===== config.mk =====
export PLATFORM = sky130hd
export DESIGN_NAME = fpga_gpio_io_logic
export DESIGN_NICKNAME = d
export VERILOG_FILES = /design/src/logic/io_cell_pkg.sv /design/src/logic/fpga_gpio_io_logic.sv
export SDC_FILE = /design/constraint.sdc
export NUM_CORES = 1
export LEC_CHECK = 0
export BUFFER_PORTS_ARGS = -buffer_cell sky130_fd_sc_hd__buf_2
export CAP_MARGIN = 30
export CORE_MARGIN = 8
export CORE_UTILIZATION = 49
export CTS_CLUSTER_DIAMETER = 120
export CTS_CLUSTER_SIZE = 25
export DETAILED_ROUTE_END_ITERATION = 12
export PLACE_DENSITY = 0.75
export SLEW_MARGIN = 20
export SYNTH_ARGS = -nofsm -noshare
export SYNTH_HDL_FRONTEND = slang
export SYNTH_SLANG_ARGS = --single-unit

===== constraint.sdc =====
create_clock -name clk_i -period 2.7 [get_ports clk_i]
set_input_delay 0.54 -clock clk_i [delete_from_list [all_inputs] [get_ports clk_i]]
set_output_delay 0.54 -clock clk_i [all_outputs]
set_load 0.01 [all_outputs]

===== src/logic/io_cell_pkg.sv =====
package io_cell_pkg;

  // --------------------------------------------------------------------
  // Register map
  // --------------------------------------------------------------------
  localparam logic [3:0]  CTRL_ADDR      = 4'h0;
  localparam logic [3:0]  DELAY_ADDR     = 4'h4;
  localparam logic [3:0]  STATUS_ADDR    = 4'h8;
  localparam logic [31:0] CTRL_RESET     = 32'h0000_0000;
  localparam logic [31:0] DELAY_RESET    = 32'h0000_0000;

  // --------------------------------------------------------------------
  // Control fields
  // --------------------------------------------------------------------
  localparam int CTRL_MODE_LSB  = 0;
  localparam int CTRL_IN_REG    = 2;
  localparam int CTRL_OUT_REG   = 3;
  localparam int CTRL_IN_FALL   = 4;
  localparam int CTRL_OUT_FALL  = 5;
  localparam int CTRL_OE_FALL   = 6;
  localparam int CTRL_INVERT    = 7;
  localparam int CTRL_DUAL_EDGE_IO      = 8;
  localparam int CTRL_ALIGN_LSB = 9;
  localparam int CTRL_ALT       = 11;
  localparam int CTRL_PULL_DOWN = 12;
  localparam int CTRL_SERDES    = 13;
  localparam int CTRL_KIND_LSB  = 14;
  localparam int CTRL_USED      = 16;

  // --------------------------------------------------------------------
  // Delay and status fields
  // --------------------------------------------------------------------
  localparam int DLY_IN_LSB     = 0;
  localparam int DLY_OUT_LSB    = 8;
  localparam int DLY_DYN        = 16;
  localparam int ST_TAP_LSB     = 0;
  localparam int ST_LANE_LSB    = 8;
  localparam int ST_PAD         = 12;
  localparam int ST_CONFIG      = 13;

  localparam int TAP_W          = 6;
  localparam logic [5:0] NARROW_TAP_MAX = 6'h0F;
  localparam logic [5:0] WIDE_TAP_MAX   = 6'h3F;
  localparam int SERDES_RATIO   = 4;

  typedef enum logic [1:0] {
    MODE_INPUT  = 2'b00,
    MODE_OUTPUT = 2'b01,
    MODE_BIDIR  = 2'b10,
    MODE_CLKOUT = 2'b11
  } pin_mode_type;

  typedef enum logic [1:0] {
    ALIGN_NORMAL   = 2'b00,
    ALIGN_RESYNC   = 2'b01,
    ALIGN_PIPELINE = 2'b10,
    ALIGN_SPARE    = 2'b11
  } align_type;

  typedef enum logic [1:0] {
    KIND_HV      = 2'b00,
    KIND_HS_SE   = 2'b01,
    KIND_HS_DIFF = 2'b10,
    KIND_SPARE   = 2'b11
  } pin_kind_type;

endpackage


===== src/logic/fpga_gpio_io_logic.sv =====
`timescale 1ns/1ps
module fpga_gpio_io_logic (
  input  wire logic        clk_i,
  input  wire logic        rst_i,
  input  wire logic [3:0]  wb_adr_i,
  input  wire logic [31:0] wb_dat_i,
  output logic      [31:0] wb_dat_o,
  input  wire logic [3:0]  wb_sel_i,
  input  wire logic        wb_we_i,
  input  wire logic        wb_cyc_i,
  input  wire logic        wb_stb_i,
  output logic             wb_ack_o,
  input  wire logic        config_done_i,
  input  wire logic        in_clk_i,
  input  wire logic        out_clk_i,
  input  wire logic        clk_tree_i,
  input  wire logic [3:0]  drive_lanes_i,
  input  wire logic        core_oe_i,
  output logic      [3:0]  capture_lanes_o,
  output logic             alternate_function_path_o,
  input  wire logic        delay_adjust_enable_i,
  input  wire logic        delay_step_direction_i,
  input  wire logic        delay_counter_clear_i,
  input  wire logic        pad_in_i,
  output logic             pad_out_o,
  output logic             pad_oe_o,
  output logic             weak_pull_up_o,
  output logic             weak_pull_down_o,
  output logic      [5:0]  in_static_tap_o,
  output logic      [5:0]  in_dynamic_tap_o,
  output logic      [5:0]  out_static_tap_o
);
  import io_cell_pkg::*;

  // ------------------------------------------------------------
  // Register bus
  // ------------------------------------------------------------
  logic [31:0]  ctrl;
  logic [31:0]  dly;
  logic [5:0]   dyn_tap;
  logic         bus_req;

  assign bus_req = wb_cyc_i && wb_stb_i && !wb_ack_o;

  always_ff @(posedge clk_i) begin
    if (rst_i) begin
      wb_ack_o <= 1'b0;
    end else begin
      wb_ack_o <= bus_req;
    end
  end

  always_ff @(posedge clk_i) begin
    if (rst_i) begin
      ctrl <= CTRL_RESET;
      dly  <= DELAY_RESET;
    end else if (bus_req && wb_we_i) begin
      for (int b = 0; b < 4; b++) begin
        if (wb_sel_i[b] && wb_adr_i == CTRL_ADDR) begin
          ctrl[b*8 +: 8] <= wb_dat_i[b*8 +: 8];
        end
        if (wb_sel_i[b] && wb_adr_i == DELAY_ADDR) begin
          dly[b*8 +: 8] <= wb_dat_i[b*8 +: 8];
        end
      end
    end
  end

  always_ff @(posedge clk_i) begin
    if (rst_i) begin
      wb_dat_o <= 32'h0000_0000;
    end else if (bus_req && !wb_we_i) begin
      case (wb_adr_i)
        CTRL_ADDR:   wb_dat_o <= ctrl;
        DELAY_ADDR:  wb_dat_o <= dly;
        STATUS_ADDR: wb_dat_o <= {18'h0, config_done_i, pad_in_i,
                                  capture_lanes_o, 2'h0, dyn_tap};
        default:     wb_dat_o <= 32'h0000_0000;
      endcase
    end
  end

  // ------------------------------------------------------------
  // Configuration decode
  // ------------------------------------------------------------
  pin_mode_type mode;
  align_type    align;
  pin_kind_type kind;
  logic         in_reg_en;
  logic         out_reg_en;
  logic         invert;
  logic         dual_edge_io;
  logic         serdes;
  logic         used;
  logic         fast_pin;
  logic         dyn_on;
  logic         rx_en;
  logic         tx_en;

  assign mode       = pin_mode_type'(ctrl[CTRL_MODE_LSB +: 2]);
  assign align      = align_type'(ctrl[CTRL_ALIGN_LSB +: 2]);
  assign kind       = pin_kind_type'(ctrl[CTRL_KIND_LSB +: 2]);
  assign in_reg_en  = ctrl[CTRL_IN_REG];
  assign out_reg_en = ctrl[CTRL_OUT_REG];
  assign invert     = ctrl[CTRL_INVERT];
  assign dual_edge_io       = ctrl[CTRL_DUAL_EDGE_IO];
  assign used       = ctrl[CTRL_USED];
  assign fast_pin   = kind != KIND_HV;
  assign serdes     = ctrl[CTRL_SERDES] && fast_pin;
  assign dyn_on     = dly[DLY_DYN] && fast_pin;
  assign rx_en      = used && (mode == MODE_INPUT || mode == MODE_BIDIR);
  assign tx_en      = used && (mode == MODE_OUTPUT || mode == MODE_BIDIR);

  // ------------------------------------------------------------
  // Clock edge detection
  // ------------------------------------------------------------
  logic in_clk_q;
  logic out_clk_q;
  logic in_rise;
  logic in_fall;
  logic out_rise;
  logic out_fall;
  logic in_edge;
  logic out_edge;
  logic oe_edge;

  always_ff @(posedge clk_i) begin
    if (rst_i) begin
      in_clk_q  <= 1'b0;
      out_clk_q <= 1'b0;
    end else begin
      in_clk_q  <= in_clk_i;
      out_clk_q <= out_clk_i;
    end
  end

  assign in_rise  = in_clk_i && !in_clk_q;
  assign in_fall  = !in_clk_i && in_clk_q;
  assign out_rise = out_clk_i && !out_clk_q;
  assign out_fall = !out_clk_i && out_clk_q;
  assign in_edge  = ctrl[CTRL_IN_FALL] ? in_fall : in_rise;
  assign out_edge = ctrl[CTRL_OUT_FALL] ? out_fall : out_rise;
  assign oe_edge  = ctrl[CTRL_OE_FALL] ? out_fall : out_rise;

  // ------------------------------------------------------------
  // Receive path
  // ------------------------------------------------------------
  logic       rise_cap;
  logic       fall_cap;
  logic       in_q;
  logic [3:0] des_sh;
  logic [1:0] des_cnt;

  always_ff @(posedge clk_i) begin
    if (rst_i) begin
      rise_cap <= 1'b0;
      fall_cap <= 1'b0;
      in_q     <= 1'b0;
    end else if (rx_en) begin
      if (in_rise) begin
        rise_cap <= pad_in_i;
      end
      if (in_fall) begin
        fall_cap <= pad_in_i;
      end
      if (in_edge) begin
        in_q <= pad_in_i;
      end
    end
  end

  always_ff @(posedge clk_i) begin
    if (rst_i) begin
      des_sh  <= 4'h0;
      des_cnt <= 2'h0;
    end else if (rx_en && serdes && in_rise) begin
      des_sh  <= {pad_in_i, des_sh[3:1]};
      des_cnt <= des_cnt + 2'h1;
    end
  end

  always_ff @(posedge clk_i) begin
    if (rst_i) begin
      capture_lanes_o <= 4'h0;
    end else if (rx_en) begin
      if (serdes) begin
        if (in_rise && des_cnt == 2'h3) begin
          capture_lanes_o <= {pad_in_i, des_sh[3:1]};
        end
      end else if (dual_edge_io) begin
        case (align)
          ALIGN_NORMAL: begin
            if (in_rise) begin
              capture_lanes_o[0] <= pad_in_i;
            end
            if (in_fall) begin
              capture_lanes_o[1] <= pad_in_i;
            end
          end
          ALIGN_RESYNC: begin
            if (in_rise) begin
              capture_lanes_o[0] <= pad_in_i;
              capture_lanes_o[1] <= fall_cap;
            end
          end
          default: begin
            if (in_rise) begin
              capture_lanes_o[0] <= rise_cap;
              capture_lanes_o[1] <= fall_cap;
            end
          end
        endcase
      end else begin
        capture_lanes_o[0] <= in_reg_en ? in_q : pad_in_i;
      end
    end
  end

  assign alternate_function_path_o = ctrl[CTRL_ALT] && pad_in_i;

  // ------------------------------------------------------------
  // Drive path
  // ------------------------------------------------------------
  logic       drive_q;
  logic       oe_q;
  logic       dr_rise;
  logic       dr_fall;
  logic       fall_hold;
  logic [3:0] ser_sh;
  logic [1:0] ser_cnt;
  logic       next_drive;
  logic       oe_val;

  always_ff @(posedge clk_i) begin
    if (rst_i) begin
      drive_q   <= 1'b0;
      oe_q      <= 1'b0;
      dr_rise   <= 1'b0;
      dr_fall   <= 1'b0;
      fall_hold <= 1'b0;
    end else if (tx_en) begin
      if (out_edge) begin
        drive_q <= drive_lanes_i[0];
      end
      if (oe_edge) begin
        oe_q <= core_oe_i;
      end
      if (out_rise) begin
        dr_rise   <= drive_lanes_i[0];
        fall_hold <= drive_lanes_i[1];
      end
      if (out_fall) begin
        dr_fall <= (align == ALIGN_NORMAL) ? drive_lanes_i[1] : fall_hold;
      end
    end
  end

  always_ff @(posedge clk_i) begin
    if (rst_i) begin
      ser_sh  <= 4'h0;
      ser_cnt <= 2'h0;
    end else if (tx_en && serdes && out_rise) begin
      ser_cnt <= ser_cnt + 2'h1;
      if (ser_cnt == 2'h0) begin
        ser_sh <= drive_lanes_i;
      end else begin
        ser_sh <= {1'b0, ser_sh[3:1]};
      end
    end
  end

  always_comb begin
    if (serdes) begin
      next_drive = ser_sh[0];
    end else if (dual_edge_io) begin
      next_drive = (out_clk_q ? dr_rise : dr_fall) ^ invert;
    end else if (out_reg_en) begin
      next_drive = drive_q ^ invert;
    end else begin
      next_drive = drive_lanes_i[0];
    end
  end

  assign oe_val = out_reg_en ? oe_q : core_oe_i;

  always_comb begin
    pad_out_o = 1'b0;
    pad_oe_o  = 1'b0;
    if (config_done_i && used) begin
      case (mode)
        MODE_OUTPUT: begin
          pad_out_o = next_drive;
          pad_oe_o  = 1'b1;
        end
        MODE_BIDIR: begin
          pad_out_o = next_drive;
          pad_oe_o  = oe_val;
        end
        MODE_CLKOUT: begin
          pad_out_o = clk_tree_i;
          pad_oe_o  = 1'b1;
        end
        default: begin
          pad_out_o = 1'b0;
          pad_oe_o  = 1'b0;
        end
      endcase
    end
  end

  // ------------------------------------------------------------
  // Pull control
  // ------------------------------------------------------------
  assign weak_pull_up_o   = !config_done_i ||
                            (!used && !ctrl[CTRL_PULL_DOWN]);
  assign weak_pull_down_o = config_done_i && !used && ctrl[CTRL_PULL_DOWN];

  // ------------------------------------------------------------
  // Delay chains
  // ------------------------------------------------------------
  logic [5:0] tap_max;

  assign tap_max = (kind == KIND_HS_DIFF) ? WIDE_TAP_MAX : NARROW_TAP_MAX;

  always_ff @(posedge clk_i) begin
    if (rst_i || delay_counter_clear_i) begin
      dyn_tap <= 6'h00;
    end else if (dyn_on && delay_adjust_enable_i) begin
      if (delay_step_direction_i && dyn_tap != WIDE_TAP_MAX) begin
        dyn_tap <= dyn_tap + 6'h01;
      end else if (!delay_step_direction_i && dyn_tap != 6'h00) begin
        dyn_tap <= dyn_tap - 6'h01;
      end
    end
  end

  assign in_dynamic_tap_o = dyn_on ? dyn_tap : 6'h00;
  assign in_static_tap_o  = (kind == KIND_HS_DIFF && dyn_on) ? 6'h00 :
                            (dly[DLY_IN_LSB +: TAP_W] & tap_max);
  assign out_static_tap_o = dly[DLY_OUT_LSB +: TAP_W] & tap_max;
endmodule // fpga_gpio_io_logic


==> impl_metrics.env, run 1 <==
export IMPL_first_pass_iters=8
export IMPL_synth_seq_cells=128
export IMPL_yosys_warnings=0
export IMPL_syn2layout_area_growth_pct=23.2
export IMPL_arrival_ns=2.02
export IMPL_die_area_um2=15400
export IMPL_yosys_top_cells_count="dfxtp_1 (128), a21oi_1 (110), nor2_1 (102)"
export IMPL_finalSetupViolations=0
export IMPL_rsz0062_at_grt="false"
export IMPL_power_frac_clock=0.523
export IMPL_leakage_uw=0.00276
export IMPL_wl_um=16600
export IMPL_yosysSeqAreaShare=0.448
export IMPL_avgSynthCellArea_um2=8.09
export IMPL_insertion_delay_ns=0.42
export IMPL_cp_max_fo=5
export IMPL_cp_num_cells=6
export IMPL_ir_worst_vdd_mv=0.475
export IMPL_rr_worst_depth=8
export IMPL_die_width_um=124
export IMPL_ant_nets=0
export IMPL_drc=0
export IMPL_design_portCount=118
export IMPL_rows=39
export IMPL_hold_violations=0
export IMPL_gp_congestion=0.915
export IMPL_avgRoutedWirePerCell_um=17.2
export IMPL_grt_max_degree=102
export IMPL_nets=877
export IMPL_overflow=0
export IMPL_cts_buffers_inserted=17
export IMPL_grt_pass1_vias=5353
export IMPL_ys_flop_type="dfxtp_1"
export IMPL_synth_most_common_cell="dfxtp_1"
export IMPL_antenna_found_initial=1
export IMPL_start_util=0.501
export IMPL_cap_violations=0
export IMPL_worst_path_buf_inv=2
export IMPL_fin_tns_setup_ns=0
export IMPL_ctsLongestPathBuffers=2
export IMPL_synth_cell_types=49
export IMPL_dieHeight_um=124
export IMPL_via_count=5513
export IMPL_async_reset_ff_frac=0
export IMPL_status="finished clean"
export IMPL_period_needed_ns=2.56
export IMPL_postCtsSetupBuffers=0
export IMPL_syn_inst=707
export IMPL_first_iter_violations=481
export IMPL_synth_edf_count=0
export IMPL_worstMarginPinSlew_ns=0.768
export IMPL_p_per_area_nw_per_um2=619
export IMPL_crit_family="flip-flops"
export IMPL_yosysTopAreaCell="dfxtp_1"
export IMPL_p_comb_frac=0.042
export IMPL_p_int_uw=3450
export IMPL_cts_tree="yes"
export IMPL_io_buffers=117
export IMPL_synth_nets=777
export IMPL_clk_pin_slew_worst_paths_ns=0.06
export IMPL_critPathLaunch="ctrl[0]"
export IMPL_cp_slowest_cell="dfxtp_1"
export IMPL_worstPathRequired_ns=2.16
export IMPL_placed_cell_area_um2=6450
export IMPL_skew_ns=0.00707
export IMPL_fin_crit_sh=0.948
export IMPL_switchingPower_uw=912
export IMPL_max_stage_delay_ns=0.44
export IMPL_relSlewSlack=0.486
export IMPL_fill_cells=1017
export IMPL_grt_pass1_wl_um=26400
export IMPL_dp_hpwl_um=11700
export IMPL_finalMaxSlewViolations=0
export IMPL_start_kind="flip-flop"
export IMPL_max_freq_mhz=391
export IMPL_cts_root_buf="clkbuf_16"
export IMPL_routed_via_density=5.72
export IMPL_holdWs_ns=0.365
export IMPL_holdPathStages=2
export IMPL_yosysTopAreaCellShare=0.448
export IMPL_drive_gt1_frac=0.219
export IMPL_r2r_start="dyn_tap[3]"
export IMPL_ys_top_cells_by_area="dfxtp_1 (45%), a21oi_1 (9.6%), nor2_1 (6.7%)"
export IMPL_coreArea_um2=11400
export IMPL_p_sw_frac=0.209
export IMPL_end_kind="primary output"
export IMPL_path_cells="inv_1 -> ha_1 -> or2_2 -> o31ai_1 -> a41o_1 -> buf_2"
export IMPL_h_tree_depth=4
export IMPL_track_usage=0.219
export IMPL_seq_power_share=0.435
export IMPL_holdBufCountCts=0
export IMPL_final_area_um2=7050
export IMPL_clock_sinks=128
export IMPL_netlist_area_um2=5720
export IMPL_crit_type="reg2out"
export IMPL_hold_path_class="in2reg"
export IMPL_hold_start="out_clk_i"
what timing repair did:
action / 4_1_cts / 5_1_grt
gates resized for setup: 0 / 1
setup endpoints to repair: 0 / 1
hold endpoints to repair: 0 / 0
logic make-up after synthesis:
group	count (synthesis)	synth area share
xor+xnor	6	0.00919
compound gates	173	0.182
buf+inv	61	0.0475
fa+ha+maj	12	0.0276
simple gates	300	0.237
mux	27	0.0488
flops	128	0.448
per-layer routing:
layer  track usage  vias up  share of wire
met3        0.0716       33          0.083
li1              -     2676              -
met2         0.367      211           0.50
met5             0        -              0
met4         0.103        0          0.020
met1         0.249     2593           0.40
registers in the layout, indices dropped and copies added, names as in the netlist, 2 cells and up:
name	cells
dyn_tap	6
wb_dat_o	32
ser_cnt	2
capture_lanes_o	4
des_cnt	2
dly	32
des_sh	3
ctrl	32
ser_sh	4
metrics by stage:
stage                     instances  setup WS [ns]   util  total power, uW
after floorplan                 707          0.101      -             2030
after global placement          931          0.244  0.564             2110
after detailed placement        931          0.172  0.565             2120
after CTS                       962         0.0916  0.617             4400
after global routing            963         0.0437  0.617             4500
final                           963          0.141  0.617             4360
area by class of cell:
cell class                 count  area [um2]  share of cell area
timing repair buffer         135         736               0.104
clock inverter                 5        75.1              0.0107
sequential                   128        2560               0.364
multi-input combinational    518        2950               0.418
clock buffer                  26         519              0.0737
tap                          143         179              0.0254
antenna                        1        2.50            0.000355
inverter                       7        26.3             0.00373
worst paths after layout:
path	endpoint	slack [ns]
setup / recovery	pad_out_o	0.14
hold / removal	out_clk_q	0.37
hold reg to reg	ctrl[19]	0.46
setup reg to reg	dyn_tap[5]	0.22
power groups by stage:
stage          combinational, uW  sequential (uW)  clock [uW]
2_1_floorplan               89.8             1940           0
3_3_place_gp                 176             1940           0
3_5_place_dp                 181             1940           0
4_1_cts                      182             1900        2320
5_1_grt                      200             1900        2400
6_report                     184             1900        2280
layout by cell type (no fill, tap or decap), drive strengths merged, types with 3 or more instances in the layout:
cell type,n
dfxtp,128
nor2,102
ha,11
a21o,3
clkinv,3
xnor2,4
clkbuf,26
nand2,87
mux2,4
buf,135
and2,13
inv,7
a211oi,6
nor2b,5
a22oi,20
a222oi,12
nand3,73
mux2i,23
nor3,3
o21ai,12
a21oi,110
No activity file was read; power rests on OpenSTA's default activity.
==> inputs of run 2 (changes only) <==
CAP_MARGIN = 0   (was 30)
CORE_UTILIZATION = 59   (was 49)
PLACE_DENSITY = 0.85   (was 0.75)
clock period = 3.05 ns   (was 2.7 ns; I/O delays follow)
==> impl_metrics.env, run 2 (synthesized netlist as in run 1, its figures left out) <==
export IMPL_status="finished clean"
export IMPL_relSlewSlack=0.266
export IMPL_h_tree_depth=4
export IMPL_cp_slowest_cell="dfxtp_1"
export IMPL_wl_um=16900
export IMPL_reg_largest_list="ctrl: 32 flops, dly: 32 flops, wb_dat_o: 32 flops"
export IMPL_crit_family="compound AO/OA/AOI/OAI gates"
export IMPL_track_usage=0.259
export IMPL_period_needed_ns=2.81
export IMPL_fin_tns_setup_ns=0
export IMPL_worstPathRequired_ns=3.47
export IMPL_die_width_um=114
export IMPL_cts_tree="yes"
export IMPL_layout_common_cells="dfxtp_1 (128), buf_2 (116), a21oi_1 (110), nor2_1 (102), nand2_1 (87)"
export IMPL_ant_nets=0
export IMPL_coreArea_um2=9590
export IMPL_hold_violations=0
export IMPL_leakage_uw=0.00272
export IMPL_grt_max_degree=58
export IMPL_worstMarginPinSlew_ns=1.10
export IMPL_start_kind="flip-flop"
export IMPL_overflow=0
export IMPL_rsz0062_at_grt="false"
export IMPL_skew_ns=0.00785
export IMPL_ir_worst_vdd_mv=0.435
export IMPL_finalSetupViolations=0
export IMPL_n_antenna_cell=0
export IMPL_utilization=0.729
export IMPL_max_freq_mhz=356
export IMPL_clk_pin_slew_worst_paths_ns=0.06
export IMPL_final_cells=945
export IMPL_final_seq_area_um2=2560
export IMPL_avgRoutedWirePerCell_um=17.9
export IMPL_gp_congestion=0.878
export IMPL_start_util=0.596
export IMPL_insertion_delay_ns=0.53
export IMPL_holdBufCountCts=0
export IMPL_io_buffers=117
export IMPL_routed_via_density=6.06
export IMPL_die_area_um2=13100
export IMPL_clock_sinks=128
export IMPL_cts_resized=0
export IMPL_multiInputGateArea_um2=2940
export IMPL_design_portCount=118
export IMPL_cts_root_buf="clkbuf_8"
export IMPL_p_per_area_nw_per_um2=577
export IMPL_antenna_found_initial=0
export IMPL_total_power_uw=4030
export IMPL_worst_path_buf_inv=0
export IMPL_placed_cell_area_um2=6360
export IMPL_via_count=5727
export IMPL_fin_crit_sh=0.920
export IMPL_dp_cells=913
export IMPL_crit_type="reg2reg"
export IMPL_nets=869
export IMPL_drc=0
export IMPL_syn2layout_area_growth_pct=22.3
export IMPL_first_iter_violations=433
export IMPL_grt_pass1_wl_um=27400
export IMPL_finalMaxSlewViolations=0
export IMPL_end_kind="flip-flop"
export IMPL_arrival_ns=3.23
export IMPL_dieHeight_um=114
export IMPL_postCtsSetupBuffers=0
export IMPL_max_stage_delay_ns=0.49
export IMPL_cap_violations=0
export IMPL_dp_hpwl_um=11500
export IMPL_fill_cells=692
export IMPL_cp_max_fo=8
export IMPL_ctsLongestPathBuffers=2
export IMPL_final_area_um2=7000
export IMPL_cts_buffers_inserted=17
export IMPL_hold_path_class="in2reg"
export IMPL_path_cells="nand4_1 -> o21ai_1 -> ha_1 -> a211oi_1 -> o21bai_1 -> a21oi_1 -> mux2_2 -> mux2_4"
export IMPL_drive_gt1_frac=0.213
export IMPL_mostFrequentLayoutCell="dfxtp_1"
export IMPL_grt_pass1_vias=5721
export IMPL_rows=36
export IMPL_first_pass_iters=6
## run 2: cell types whose count changed in the layout (fill, tap and decap cells not counted), sizes merged
cell,before,now
clkinvlp,0,3
clkbuf,26,20
bufinv,2,5
diode,1,0
buf,135,127
inv,7,10
clkinv,3,1
## run 2: area by class of cell
type	count	area share
clock buffers	20	0.0622
multi-input cells	518	0.420
repair buffers	127	0.0948
inverters	7	0.00376
well taps	133	0.0238
clock inverters	12	0.0291
flip-flops and latches	128	0.366
## run 2: worst paths after layout
path	start	endpoint	slack [ns]	cells past startpoint
worst max register to register	dyn_tap[0]	dyn_tap[5]	0.24	8
worst min-delay path	in_clk_i	in_clk_q	0.34	2
worst max-delay path	dyn_tap[0]	dyn_tap[5]	0.24	8
worst min register to register	dly[15]	dly[15]	0.45	2
## run 2: per-stage QoR
| stage | setup WS [ns] | hold WS (ns) |
|---|---|---|
| finish | 0.244 | 0.340 |
| global route | 0.105 | 0.341 |
| CTS | 0.0689 | 0.335 |
| global placement | 0.270 | 0.442 |
| detailed placement | 0.193 | 0.447 |
| floorplan | 0.451 | 0.436 |
## run 2: layer usage
metal  vias up  global-route usage  share of wire
met1      2701               0.294           0.38
met5         -                   0              0
met3        53              0.0638          0.093
li1       2663                   -              -
met2       310               0.451           0.50
met4         0               0.114          0.026
## run 2: report_power, final
group | internal [uW] | leakage [uW] | total (uW) | switching [uW]
combinational | 52.2 | 0.00138 | 161 | 109
clock | 1440 | 0.000303 | 2190 | 755
sequential | 1680 | 0.00103 | 1680 | 3.83
## run 2: worst register-to-register path, stage by stage, from the launching register on
cell	delay [ns]
dfxtp_1	0.49
nand4_1	0.21
o21ai_1	0.48
ha_1	0.34
a211oi_1	0.26
o21bai_1	0.10
a21oi_1	0.16
mux2_2	0.36
mux2_4	0.29
